[src/rtl/acw_pkg.sv]
package acw_pkg;

   // ----------------------------------------
   // register addresses on the special-function bus
   // ----------------------------------------
   localparam logic [7:0] ADDR_CONTROL = 8'hE8;
   localparam logic [7:0] ADDR_CONFIG = 8'hBC;
   localparam logic [7:0] ADDR_RES_HIGH = 8'hBE;
   localparam logic [7:0] ADDR_RES_LOW = 8'hBD;
   localparam logic [7:0] ADDR_UPPER_HIGH = 8'hC4;
   localparam logic [7:0] ADDR_UPPER_LOW = 8'hC3;
   localparam logic [7:0] ADDR_LOWER_HIGH = 8'hC6;
   localparam logic [7:0] ADDR_LOWER_LOW = 8'hC5;

   // ----------------------------------------
   // control register field positions
   // ----------------------------------------
   localparam int CTL_ENABLE = 7;
   localparam int CTL_TRACK_MODE = 6;
   localparam int CTL_COMPLETE = 5;
   localparam int CTL_BUSY = 4;
   localparam int CTL_WINDOW = 3;
   localparam int CTL_SRC_MSB = 2;
   localparam int CTL_SRC_LSB = 0;

   // ----------------------------------------
   // configuration register field positions
   // ----------------------------------------
   localparam int CFG_DIV_MSB = 7;
   localparam int CFG_DIV_LSB = 3;
   localparam int CFG_JUSTIFY = 2;

   // ----------------------------------------
   // values after reset
   // ----------------------------------------
   localparam logic [7:0] RST_CONTROL = 8'h00;
   localparam logic [4:0] RST_DIVIDER = 5'h1F;
   localparam logic RST_JUSTIFY = 1'b0;
   localparam logic [7:0] RST_RESULT = 8'h00;
   localparam logic [7:0] RST_UPPER = 8'hFF;
   localparam logic [7:0] RST_LOWER = 8'h00;

   // ----------------------------------------
   // start-of-conversion source codes
   // ----------------------------------------
   localparam logic [2:0] SRC_SOFTWARE = 3'h0;
   localparam logic [2:0] SRC_TIMER0 = 3'h1;
   localparam logic [2:0] SRC_TIMER2 = 3'h2;
   localparam logic [2:0] SRC_TIMER1 = 3'h3;
   localparam logic [2:0] SRC_EXT_PIN = 3'h4;
   localparam logic [2:0] SRC_TIMER3 = 3'h5;
   localparam logic [2:0] SRC_TIMER4 = 3'h6;
   localparam logic [2:0] SRC_TIMER5 = 3'h7;

   // ----------------------------------------
   // sequence lengths in SAR clock periods
   // ----------------------------------------
   localparam int TRACK_SAR_CLKS = 3;
   localparam int CONV_SAR_CLKS = 11;

   typedef enum logic [2:0] {
      ST_IDLE = 3'b001,
      ST_TRACK = 3'b010,
      ST_CONVERT = 3'b100
   } acw_state_t;

   // places a 10-bit word into the high:low byte pair
   function automatic logic [15:0] justify(input logic [9:0] word, input logic leftJust);
      justify = leftJust ? {word, 6'h00} : {6'h00, word};
   endfunction

endpackage

[src/rtl/acw_sar_div.sv]
`timescale 1ns/1ps
module acw_sar_div (
   // clock and reset
   input wire logic clk_sys,
   input wire logic arst_n,
   // control
   input wire logic restart,
   input wire logic [4:0] divider,
   // enable pulse at the SAR rate
   output logic sarTick
);

   logic [4:0] count_r;

   // restart aligns the first SAR period with the start event
   always_ff @(posedge clk_sys or negedge arst_n) begin
      if (!arst_n) begin
         count_r <= 5'h00;
      end else if (restart || count_r >= divider) begin
         count_r <= 5'h00;
      end else begin
         count_r <= count_r + 5'h01;
      end
   end

   assign sarTick = !restart && (count_r >= divider);

endmodule // acw_sar_div

[src/rtl/acw_window_cmp.sv]
`timescale 1ns/1ps
module acw_window_cmp (
   // compared word and limits, all in register format
   input wire logic [15:0] word,
   input wire logic [15:0] upperLimit,
   input wire logic [15:0] lowerLimit,
   // result
   output logic match
);

   logic insideMode;
   logic insideHit;
   logic outsideHit;

   // the mode follows only from how the two limits relate
   assign insideMode = lowerLimit > upperLimit;
   assign insideHit = (word > upperLimit) && (word < lowerLimit);
   assign outsideHit = (word > upperLimit) || (word < lowerLimit);
   assign match = insideMode ? insideHit : outsideHit;

endmodule // acw_window_cmp

[src/rtl/acw_converter_ctrl.sv]
`timescale 1ns/1ps
module acw_converter_ctrl #(
   parameter int CONV_CLKS = acw_pkg::CONV_SAR_CLKS
) (
   // clock and reset
   input wire logic clk_sys,
   input wire logic arst_n,
   // special-function register port
   input wire logic [7:0] sfrAddr,
   input wire logic sfrWr,
   input wire logic [7:0] sfrWrData,
   output logic [7:0] sfrRdData_r,
   // start sources
   input wire logic [5:0] timerOvf,
   input wire logic extStartPin,
   // analog core
   input wire logic [9:0] convResult,
   output logic analogEnable_r,
   output logic trackEnable_r,
   output logic convRunning_r,
   output logic convDone_r
);

   // ----------------------------------------
   // register state
   // ----------------------------------------
   logic enable_r;
   logic trackMode_r;
   logic complete_r;
   logic window_r;
   logic [2:0] srcSel_r;
   logic [4:0] divider_r;
   logic justify_r;
   logic [7:0] resHigh_r;
   logic [7:0] resLow_r;
   logic [7:0] upperHigh_r;
   logic [7:0] upperLow_r;
   logic [7:0] lowerHigh_r;
   logic [7:0] lowerLow_r;

   logic complete_nxt;
   logic window_nxt;

   // ----------------------------------------
   // sequencer state
   // ----------------------------------------
   acw_pkg::acw_state_t state_r;
   acw_pkg::acw_state_t state_nxt;
   logic [3:0] sarCnt_r;
   logic [3:0] sarCnt_nxt;

   // ----------------------------------------
   // external pin synchroniser
   // ----------------------------------------
   logic extSync1_r;
   logic extSync2_r;
   logic extPrev_r;
   logic extRise;

   always_ff @(posedge clk_sys or negedge arst_n) begin
      if (!arst_n) begin
         extSync1_r <= 1'b0;
         extSync2_r <= 1'b0;
         extPrev_r <= 1'b0;
      end else begin
         extSync1_r <= extStartPin;
         extSync2_r <= extSync1_r;
         extPrev_r <= extSync2_r;
      end
   end

   assign extRise = extSync2_r && !extPrev_r;

   // ----------------------------------------
   // register decode
   // ----------------------------------------
   logic wrControl;
   logic wrConfig;
   logic wrResHigh;
   logic wrResLow;
   logic wrUpperHigh;
   logic wrUpperLow;
   logic wrLowerHigh;
   logic wrLowerLow;

   assign wrControl = sfrWr && (sfrAddr == acw_pkg::ADDR_CONTROL);
   assign wrConfig = sfrWr && (sfrAddr == acw_pkg::ADDR_CONFIG);
   assign wrResHigh = sfrWr && (sfrAddr == acw_pkg::ADDR_RES_HIGH);
   assign wrResLow = sfrWr && (sfrAddr == acw_pkg::ADDR_RES_LOW);
   assign wrUpperHigh = sfrWr && (sfrAddr == acw_pkg::ADDR_UPPER_HIGH);
   assign wrUpperLow = sfrWr && (sfrAddr == acw_pkg::ADDR_UPPER_LOW);
   assign wrLowerHigh = sfrWr && (sfrAddr == acw_pkg::ADDR_LOWER_HIGH);
   assign wrLowerLow = sfrWr && (sfrAddr == acw_pkg::ADDR_LOWER_LOW);

   // ----------------------------------------
   // start-of-conversion selection
   // ----------------------------------------
   logic swStart;
   logic startEvt;
   logic extSelected;
   logic useDelay;
   logic isIdle;

   assign isIdle = (state_r == acw_pkg::ST_IDLE);
   assign swStart = wrControl && sfrWrData[acw_pkg::CTL_BUSY];
   assign extSelected = (srcSel_r == acw_pkg::SRC_EXT_PIN);

   always_comb begin
      case (srcSel_r)
         acw_pkg::SRC_SOFTWARE: startEvt = swStart;
         acw_pkg::SRC_TIMER0: startEvt = timerOvf[0];
         acw_pkg::SRC_TIMER2: startEvt = timerOvf[2];
         acw_pkg::SRC_TIMER1: startEvt = timerOvf[1];
         acw_pkg::SRC_EXT_PIN: startEvt = extRise;
         acw_pkg::SRC_TIMER3: startEvt = timerOvf[3];
         acw_pkg::SRC_TIMER4: startEvt = timerOvf[4];
         acw_pkg::SRC_TIMER5: startEvt = timerOvf[5];
         default: startEvt = 1'b0;
      endcase
   end

   // pin source skips the extra tracking even in delayed mode
   assign useDelay = trackMode_r && !extSelected;

   // ----------------------------------------
   // SAR clock divider
   // ----------------------------------------
   logic sarTick;
   logic startNow;

   assign startNow = isIdle && enable_r && startEvt;

   acw_sar_div u_div (
      .clk_sys(clk_sys),
      .arst_n(arst_n),
      .restart(startNow),
      .divider(divider_r),
      .sarTick(sarTick)
   );

   // ----------------------------------------
   // conversion sequencer
   // ----------------------------------------
   logic convEnd;
   logic trackDone;
   logic convLast;

   assign trackDone = sarTick && (sarCnt_r == 4'(acw_pkg::TRACK_SAR_CLKS - 1));
   assign convLast = sarTick && (sarCnt_r == 4'(CONV_CLKS - 1));
   assign convEnd = enable_r && (state_r == acw_pkg::ST_CONVERT) && convLast;

   always_comb begin
      state_nxt = state_r;
      sarCnt_nxt = sarCnt_r;
      case (state_r)
         acw_pkg::ST_IDLE: begin
            sarCnt_nxt = 4'h0;
            if (startNow) begin
               state_nxt = useDelay ? acw_pkg::ST_TRACK : acw_pkg::ST_CONVERT;
            end
         end
         acw_pkg::ST_TRACK: begin
            if (trackDone) begin
               state_nxt = acw_pkg::ST_CONVERT;
               sarCnt_nxt = 4'h0;
            end else if (sarTick) begin
               sarCnt_nxt = sarCnt_r + 4'h1;
            end
         end
         acw_pkg::ST_CONVERT: begin
            if (convLast) begin
               state_nxt = acw_pkg::ST_IDLE;
               sarCnt_nxt = 4'h0;
            end else if (sarTick) begin
               sarCnt_nxt = sarCnt_r + 4'h1;
            end
         end
         default: begin
            state_nxt = acw_pkg::ST_IDLE;
            sarCnt_nxt = 4'h0;
         end
      endcase
      // shutdown abandons any conversion in flight
      if (!enable_r) begin
         state_nxt = acw_pkg::ST_IDLE;
         sarCnt_nxt = 4'h0;
      end
   end

   always_ff @(posedge clk_sys or negedge arst_n) begin
      if (!arst_n) begin
         state_r <= acw_pkg::ST_IDLE;
         sarCnt_r <= 4'h0;
      end else begin
         state_r <= state_nxt;
         sarCnt_r <= sarCnt_nxt;
      end
   end

   // ----------------------------------------
   // result placement and window detector
   // ----------------------------------------
   logic [15:0] newWord;
   logic winMatch;

   assign newWord = acw_pkg::justify(convResult, justify_r);

   // limits are kept in register format, so they follow the justify choice
   acw_window_cmp u_win (
      .word(newWord),
      .upperLimit({upperHigh_r, upperLow_r}),
      .lowerLimit({lowerHigh_r, lowerLow_r}),
      .match(winMatch)
   );

   // ----------------------------------------
   // sticky flags: the set wins over a clear
   // ----------------------------------------
   logic clrComplete;
   logic clrWindow;

   assign clrComplete = wrControl && !sfrWrData[acw_pkg::CTL_COMPLETE];
   assign clrWindow = wrControl && !sfrWrData[acw_pkg::CTL_WINDOW];
   assign complete_nxt = convEnd || (complete_r && !clrComplete);
   assign window_nxt = (convEnd && winMatch) || (window_r && !clrWindow);

   // ----------------------------------------
   // register writes
   // ----------------------------------------
   always_ff @(posedge clk_sys or negedge arst_n) begin
      if (!arst_n) begin
         enable_r <= acw_pkg::RST_CONTROL[acw_pkg::CTL_ENABLE];
         trackMode_r <= acw_pkg::RST_CONTROL[acw_pkg::CTL_TRACK_MODE];
         srcSel_r <= acw_pkg::RST_CONTROL[acw_pkg::CTL_SRC_MSB:acw_pkg::CTL_SRC_LSB];
         complete_r <= acw_pkg::RST_CONTROL[acw_pkg::CTL_COMPLETE];
         window_r <= acw_pkg::RST_CONTROL[acw_pkg::CTL_WINDOW];
      end else begin
         if (wrControl) begin
            enable_r <= sfrWrData[acw_pkg::CTL_ENABLE];
            trackMode_r <= sfrWrData[acw_pkg::CTL_TRACK_MODE];
            srcSel_r <= sfrWrData[acw_pkg::CTL_SRC_MSB:acw_pkg::CTL_SRC_LSB];
         end
         complete_r <= complete_nxt;
         window_r <= window_nxt;
      end
   end

   always_ff @(posedge clk_sys or negedge arst_n) begin
      if (!arst_n) begin
         divider_r <= acw_pkg::RST_DIVIDER;
         justify_r <= acw_pkg::RST_JUSTIFY;
         upperHigh_r <= acw_pkg::RST_UPPER;
         upperLow_r <= acw_pkg::RST_UPPER;
         lowerHigh_r <= acw_pkg::RST_LOWER;
         lowerLow_r <= acw_pkg::RST_LOWER;
      end else begin
         if (wrConfig) begin
            divider_r <= sfrWrData[acw_pkg::CFG_DIV_MSB:acw_pkg::CFG_DIV_LSB];
            justify_r <= sfrWrData[acw_pkg::CFG_JUSTIFY];
         end
         if (wrUpperHigh) upperHigh_r <= sfrWrData;
         if (wrUpperLow) upperLow_r <= sfrWrData;
         if (wrLowerHigh) lowerHigh_r <= sfrWrData;
         if (wrLowerLow) lowerLow_r <= sfrWrData;
      end
   end

   // a completing conversion overrides a software write in the same cycle
   always_ff @(posedge clk_sys or negedge arst_n) begin
      if (!arst_n) begin
         resHigh_r <= acw_pkg::RST_RESULT;
         resLow_r <= acw_pkg::RST_RESULT;
      end else if (convEnd) begin
         resHigh_r <= newWord[15:8];
         resLow_r <= newWord[7:0];
      end else begin
         if (wrResHigh) resHigh_r <= sfrWrData;
         if (wrResLow) resLow_r <= sfrWrData;
      end
   end

   // ----------------------------------------
   // read path, one cycle of latency
   // ----------------------------------------
   logic busy;
   logic [7:0] controlRead;
   logic [7:0] configRead;
   logic [7:0] rdMux;

   assign busy = !isIdle;
   assign controlRead = {enable_r, trackMode_r, complete_r, busy, window_r, srcSel_r};
   assign configRead = {divider_r, justify_r, 2'b00};

   always_comb begin
      case (sfrAddr)
         acw_pkg::ADDR_CONTROL: rdMux = controlRead;
         acw_pkg::ADDR_CONFIG: rdMux = configRead;
         acw_pkg::ADDR_RES_HIGH: rdMux = resHigh_r;
         acw_pkg::ADDR_RES_LOW: rdMux = resLow_r;
         acw_pkg::ADDR_UPPER_HIGH: rdMux = upperHigh_r;
         acw_pkg::ADDR_UPPER_LOW: rdMux = upperLow_r;
         acw_pkg::ADDR_LOWER_HIGH: rdMux = lowerHigh_r;
         acw_pkg::ADDR_LOWER_LOW: rdMux = lowerLow_r;
         default: rdMux = 8'h00;
      endcase
   end

   // ----------------------------------------
   // outputs to the analog core
   // ----------------------------------------
   logic trackNow;

   // in delayed pin mode the hold is released only while the pin is low
   assign trackNow = enable_r && (state_nxt != acw_pkg::ST_CONVERT)
                     && !(trackMode_r && extSelected && extSync2_r);

   always_ff @(posedge clk_sys or negedge arst_n) begin
      if (!arst_n) begin
         sfrRdData_r <= 8'h00;
         analogEnable_r <= 1'b0;
         trackEnable_r <= 1'b0;
         convRunning_r <= 1'b0;
         convDone_r <= 1'b0;
      end else begin
         sfrRdData_r <= rdMux;
         analogEnable_r <= enable_r;
         trackEnable_r <= trackNow;
         convRunning_r <= (state_nxt == acw_pkg::ST_CONVERT);
         convDone_r <= convEnd;
      end
   end

endmodule // acw_converter_ctrl

[config.mk]
export PLATFORM = sky130hd
export DESIGN_NAME = acw_converter_ctrl
export DESIGN_NICKNAME = d
export VERILOG_FILES = /design/src/rtl/acw_pkg.sv /design/src/rtl/acw_sar_div.sv /design/src/rtl/acw_window_cmp.sv /design/src/rtl/acw_converter_ctrl.sv
export SDC_FILE = /design/constraint.sdc
export NUM_CORES = 1
export LEC_CHECK = 0
export ABC_AREA = 1
export BUFFER_PORTS_ARGS = -buffer_cell sky130_fd_sc_hd__buf_2
export CORE_UTILIZATION = 40
export CTS_BUF_LIST = sky130_fd_sc_hd__clkbuf_2
export DETAILED_ROUTE_END_ITERATION = 8
export SLEW_MARGIN = 20
export SYNTH_ARGS = -nofsm -noshare
export SYNTH_HDL_FRONTEND = slang
export SYNTH_HIERARCHICAL = 1
export SYNTH_SLANG_ARGS = --single-unit
[constraint.sdc]
create_clock -name clk_sys -period 2.2 [get_ports clk_sys]
set_clock_uncertainty 0.2 [all_clocks]
set_input_delay 0.44 -clock clk_sys [delete_from_list [all_inputs] [get_ports clk_sys]]
set_output_delay 0.44 -clock clk_sys [all_outputs]
set_load 0.02 [all_outputs]
==> flow_summary.toml <==
[run_status]
status = "finished, violations left"
violations = "setup timing"

[synth]
synth_area_um2 = 5850
synth_flop_cell = "dfrtp_1"
synthCells = 769
synth-edff-count = 0
ys_types = 40
synthArstFlopShare_pct = 100
ys_seq_area_share_pct = 38.1
ys_seq_elements = 88
avgSynthCellArea_um2 = 7.60
ys_warn_count = 6
mappedNetlistNets = 860

[worst_setup_path]
cp-start-kind = "register"
cp.buffers_inverters = 4
r2r-end = "resHigh_r[4]"
worstPathRequired_ps = 2530
rrSetupSlack_ps = -330
reg2reg_depth = 13
critPathMaxFanout = 7
worstReg2RegStart = "divider_r[4]"
end_kind = "register"
critPathTopFamily = "flip-flops"
crit_type = "register to register"
arrival_ps = 2860
path_cells = "inv_2 > ha_4 > nand2_4 > nor2_2 > nand2_2 > a31oi_4 > nand4_1 > inv_2 > nand2_4 > nor2_4 > buf_12 > clkinvlp_4 > o211ai_1"
max_stage_delay_ps = 600
worst_path_max_delay_cell = "dfstp_2"

[timing]
maxClockFrequency_mhz = 396
max_slew_margin_pct = 66.8
min_period_over_period_pct = 115
timing.final.ws_setup_ps = -326
hold_ws_ps = 61.6
drv_slew = 0
tightest_slew_ps = 499
setup_viol = 27
min_period_ps = 2530
hold_viol = 0
rsz0062_at_grt = "true"

[placed_design]
dpl.hpwl_mm = 12.8
place_congestion = 0.866
io_buffers = 47
placed_area_um2 = 6880

[floorplan]
die_area_um2 = 15100
num_io_pins = 48
start_util_pct = 41.6
die_w_um = 123
fp.dieH_um = 123
core_area_um2 = 14000
rows = 43

[final_layout]
mostFrequentLayoutCells = "248 x nand2_1, 101 x inv_1, 81 x buf_4"
fill_cells = 1354
area_growth_pct = 27.5
final_nets = 1012
drive_above_1_share_pct = 28.5
multi_input_area_um2 = 3270
final_common_cell = "nand2_1"
final_area_um2 = 7450
seqCellArea_um2 = 2230

[job]
cap_violations = 0

[power]
sw_frac_of_total_pct = 33.4
p_switching_w = 0.00135
comb_power_share_pct = 30.8
power.share.clock_pct = 24.7
p_per_area_nw_per_um2 = 544
peakVddDrop_mv = 0.307
seq_power_share_pct = 44.5
p_leak_nw = 3.87
cell_internal_pwr_w = 0.00270

[route]
post_drt_via_cell_ratio = 4.81
wirelength_mm = 16.7
avgRoutedWirePerCell_um = 15.1
dr.first_iter.drc_count = 313
firstDrtPassIters = 5
vias = 5330
antenna_left = 0
route.detailed.drc = 0

[grt]
grt_pass1_vias = 5128
grt_pass1_wl_mm = 26.4
antenna_found_initial = 1
grt_use_met2_pct = 41.0
grt_max_degree = 34
track_usage_pct = 23.6
grt.overflow.total = 0
met1_usage_pct = 30.0
grt_use_met3_pct = 4.75
globalRoute.busiestLayer = "met2"

[clocking]
insertion_delay_ps = 600
cts_made_buffers = 9
cts_tree = "done"
clkTransAtPathRegs_ps = 280
cts_sinks = 88
cts_max_level = 3
clock_path_buffers = 2
cts-root-buf = "clkbuf_2"

[hold_path]
hold_end = "window_r"
hold_path_class = "primary input to register"
hp-start = "sfrWrData[3]"
holdPathStages = 3
==> routing by layer <==
layer	wire, um	up-vias	share of wire [%]
met5	0	-	0
met4	197	0	1.2
met3	700	17	4.2
met2	8170	114	49
met1	7630	2454	46
li1	-	2745	-
==> area by class of cell <==
type	instances	share of cell area, %
clock inverter	7	1.26
timing repair buffer	151	15.2
clock buffer	9	0.605
antenna	1	0.0336
sequential	88	29.9
inverter	120	6.10
tap	180	3.02
multi-input combinational	551	43.8
==> metrics by stage <==
stage | setup TNS (ps) | worst slack (ps) | utilization (%) | total power, W | instances
2_1_floorplan | -2750 | -180 | - | 0.00242 | 769
3_3_place_gp | -5160 | -315 | 49.0 | 0.00283 | 1064
3_5_place_dp | -6280 | -377 | 49.0 | 0.00284 | 1064
4_1_cts | -7060 | -346 | 52.6 | 0.00403 | 1107
5_1_grt | -9200 | -446 | 53.1 | 0.00430 | 1107
6_report | -6460 | -326 | 53.1 | 0.00405 | 1107
==> synthesized netlist by cell type, types with 2 or more instances <==
| cell type | count | share of area [%] |
|---|---|---|
| nand2_1 | 257 | 17 |
| inv_1 | 109 | 7.0 |
| dfrtp_1 | 66 | 28 |
| ha_1 | 55 | 12 |
| nor2_1 | 55 | 3.5 |
| o21ai_0 | 37 | 3.2 |
| a21oi_1 | 29 | 2.5 |
| nand3_1 | 25 | 2.1 |
| dfstp_2 | 22 | 9.9 |
| o21ai_1 | 16 | 1.4 |
| nand2_2 | 10 | 1.1 |
| inv_2 | 9 | 0.58 |
| nand4_1 | 9 | 0.96 |
| buf_6 | 6 | 1.2 |
| o211ai_1 | 6 | 0.77 |
| o21ai_2 | 6 | 0.90 |
| nand2_4 | 5 | 0.96 |
| nor2_4 | 5 | 0.96 |
| xor2_1 | 4 | 0.60 |
| a21oi_2 | 3 | 0.45 |
| a22o_1 | 3 | 0.45 |
| buf_2 | 3 | 0.26 |
| nor2_2 | 3 | 0.32 |
| nor3_1 | 3 | 0.26 |
| nor3_4 | 3 | 0.83 |
| clkinv_1 | 2 | 0.13 |
| nand4_2 | 2 | 0.43 |
| nor3_2 | 2 | 0.34 |
| nor4_4 | 2 | 0.73 |
| xnor2_1 | 2 | 0.30 |
==> logic make-up (layout without fill, tap and decap cells) <==
| kind of cell | Yosys count | after routing | synth area share [%] |
|---|---|---|---|
| DFF | 88 | 88 | 38.1 |
| xor gates and xnor gates | 6 | 6 | 0.899 |
| and+or+nand+nor | 384 | 384 | 29.6 |
| other | 0 | 1 | 0 |
| buffers and inverters | 130 | 287 | 9.25 |
| AOI/OAI and AO/OA | 106 | 106 | 10.4 |
| adders and majority gates | 55 | 55 | 11.8 |
==> sequential cells by signal, indices dropped and copies added (netlist names), 8 cells and up <==
name,count
resHigh_r,8
upperHigh_r,8
lowerLow_r,8
resLow_r,8
lowerHigh_r,8
sfrRdData_r,8
upperLow_r,8
==> repair_timing <==
item / 4_1_cts / 5_1_grt
resized for setup: 32 / 24
setup buffers: 17 / 6
hold buffers: 11 / 0
pin swaps: 32 / 14
hold endpoints to repair: 90 / 0
endpoints found under the setup margin: 26 / 33
==> tightest hold or removal path, cell delays in order <==
cell and delay, ps:
buf_2 120, o21ai_0 190, nand2_1 100
==> power by group through the flow <==
| stage | clock [W] | sequential, W | combinational [W] |
|---|---|---|---|
| 2_1_floorplan | 0 | 0.00183 | 0.000595 |
| 3_3_place_gp | 0 | 0.00182 | 0.00101 |
| 3_5_place_dp | 0 | 0.00183 | 0.00102 |
| 4_1_cts | 0.00104 | 0.00180 | 0.00119 |
| 5_1_grt | 0.00109 | 0.00182 | 0.00140 |
| 6_report | 0.00100 | 0.00180 | 0.00125 |
==> how the worst max path moves through the flow <==
stage,end,start,depth (start not counted),slack (ps)
4_1_cts,resHigh_r[4],divider_r[3],13,-350
3_5_place_dp,resHigh_r[4],sfrAddr[1],16,-380
3_3_place_gp,resHigh_r[3],sfrAddr[1],18,-310
2_1_floorplan,resHigh_r[3],divider_r[4],15,-180
5_1_grt,resHigh_r[5],divider_r[3],13,-450
6_report,resHigh_r[4],divider_r[4],13,-330
Power figures use the tool's default switching activity.
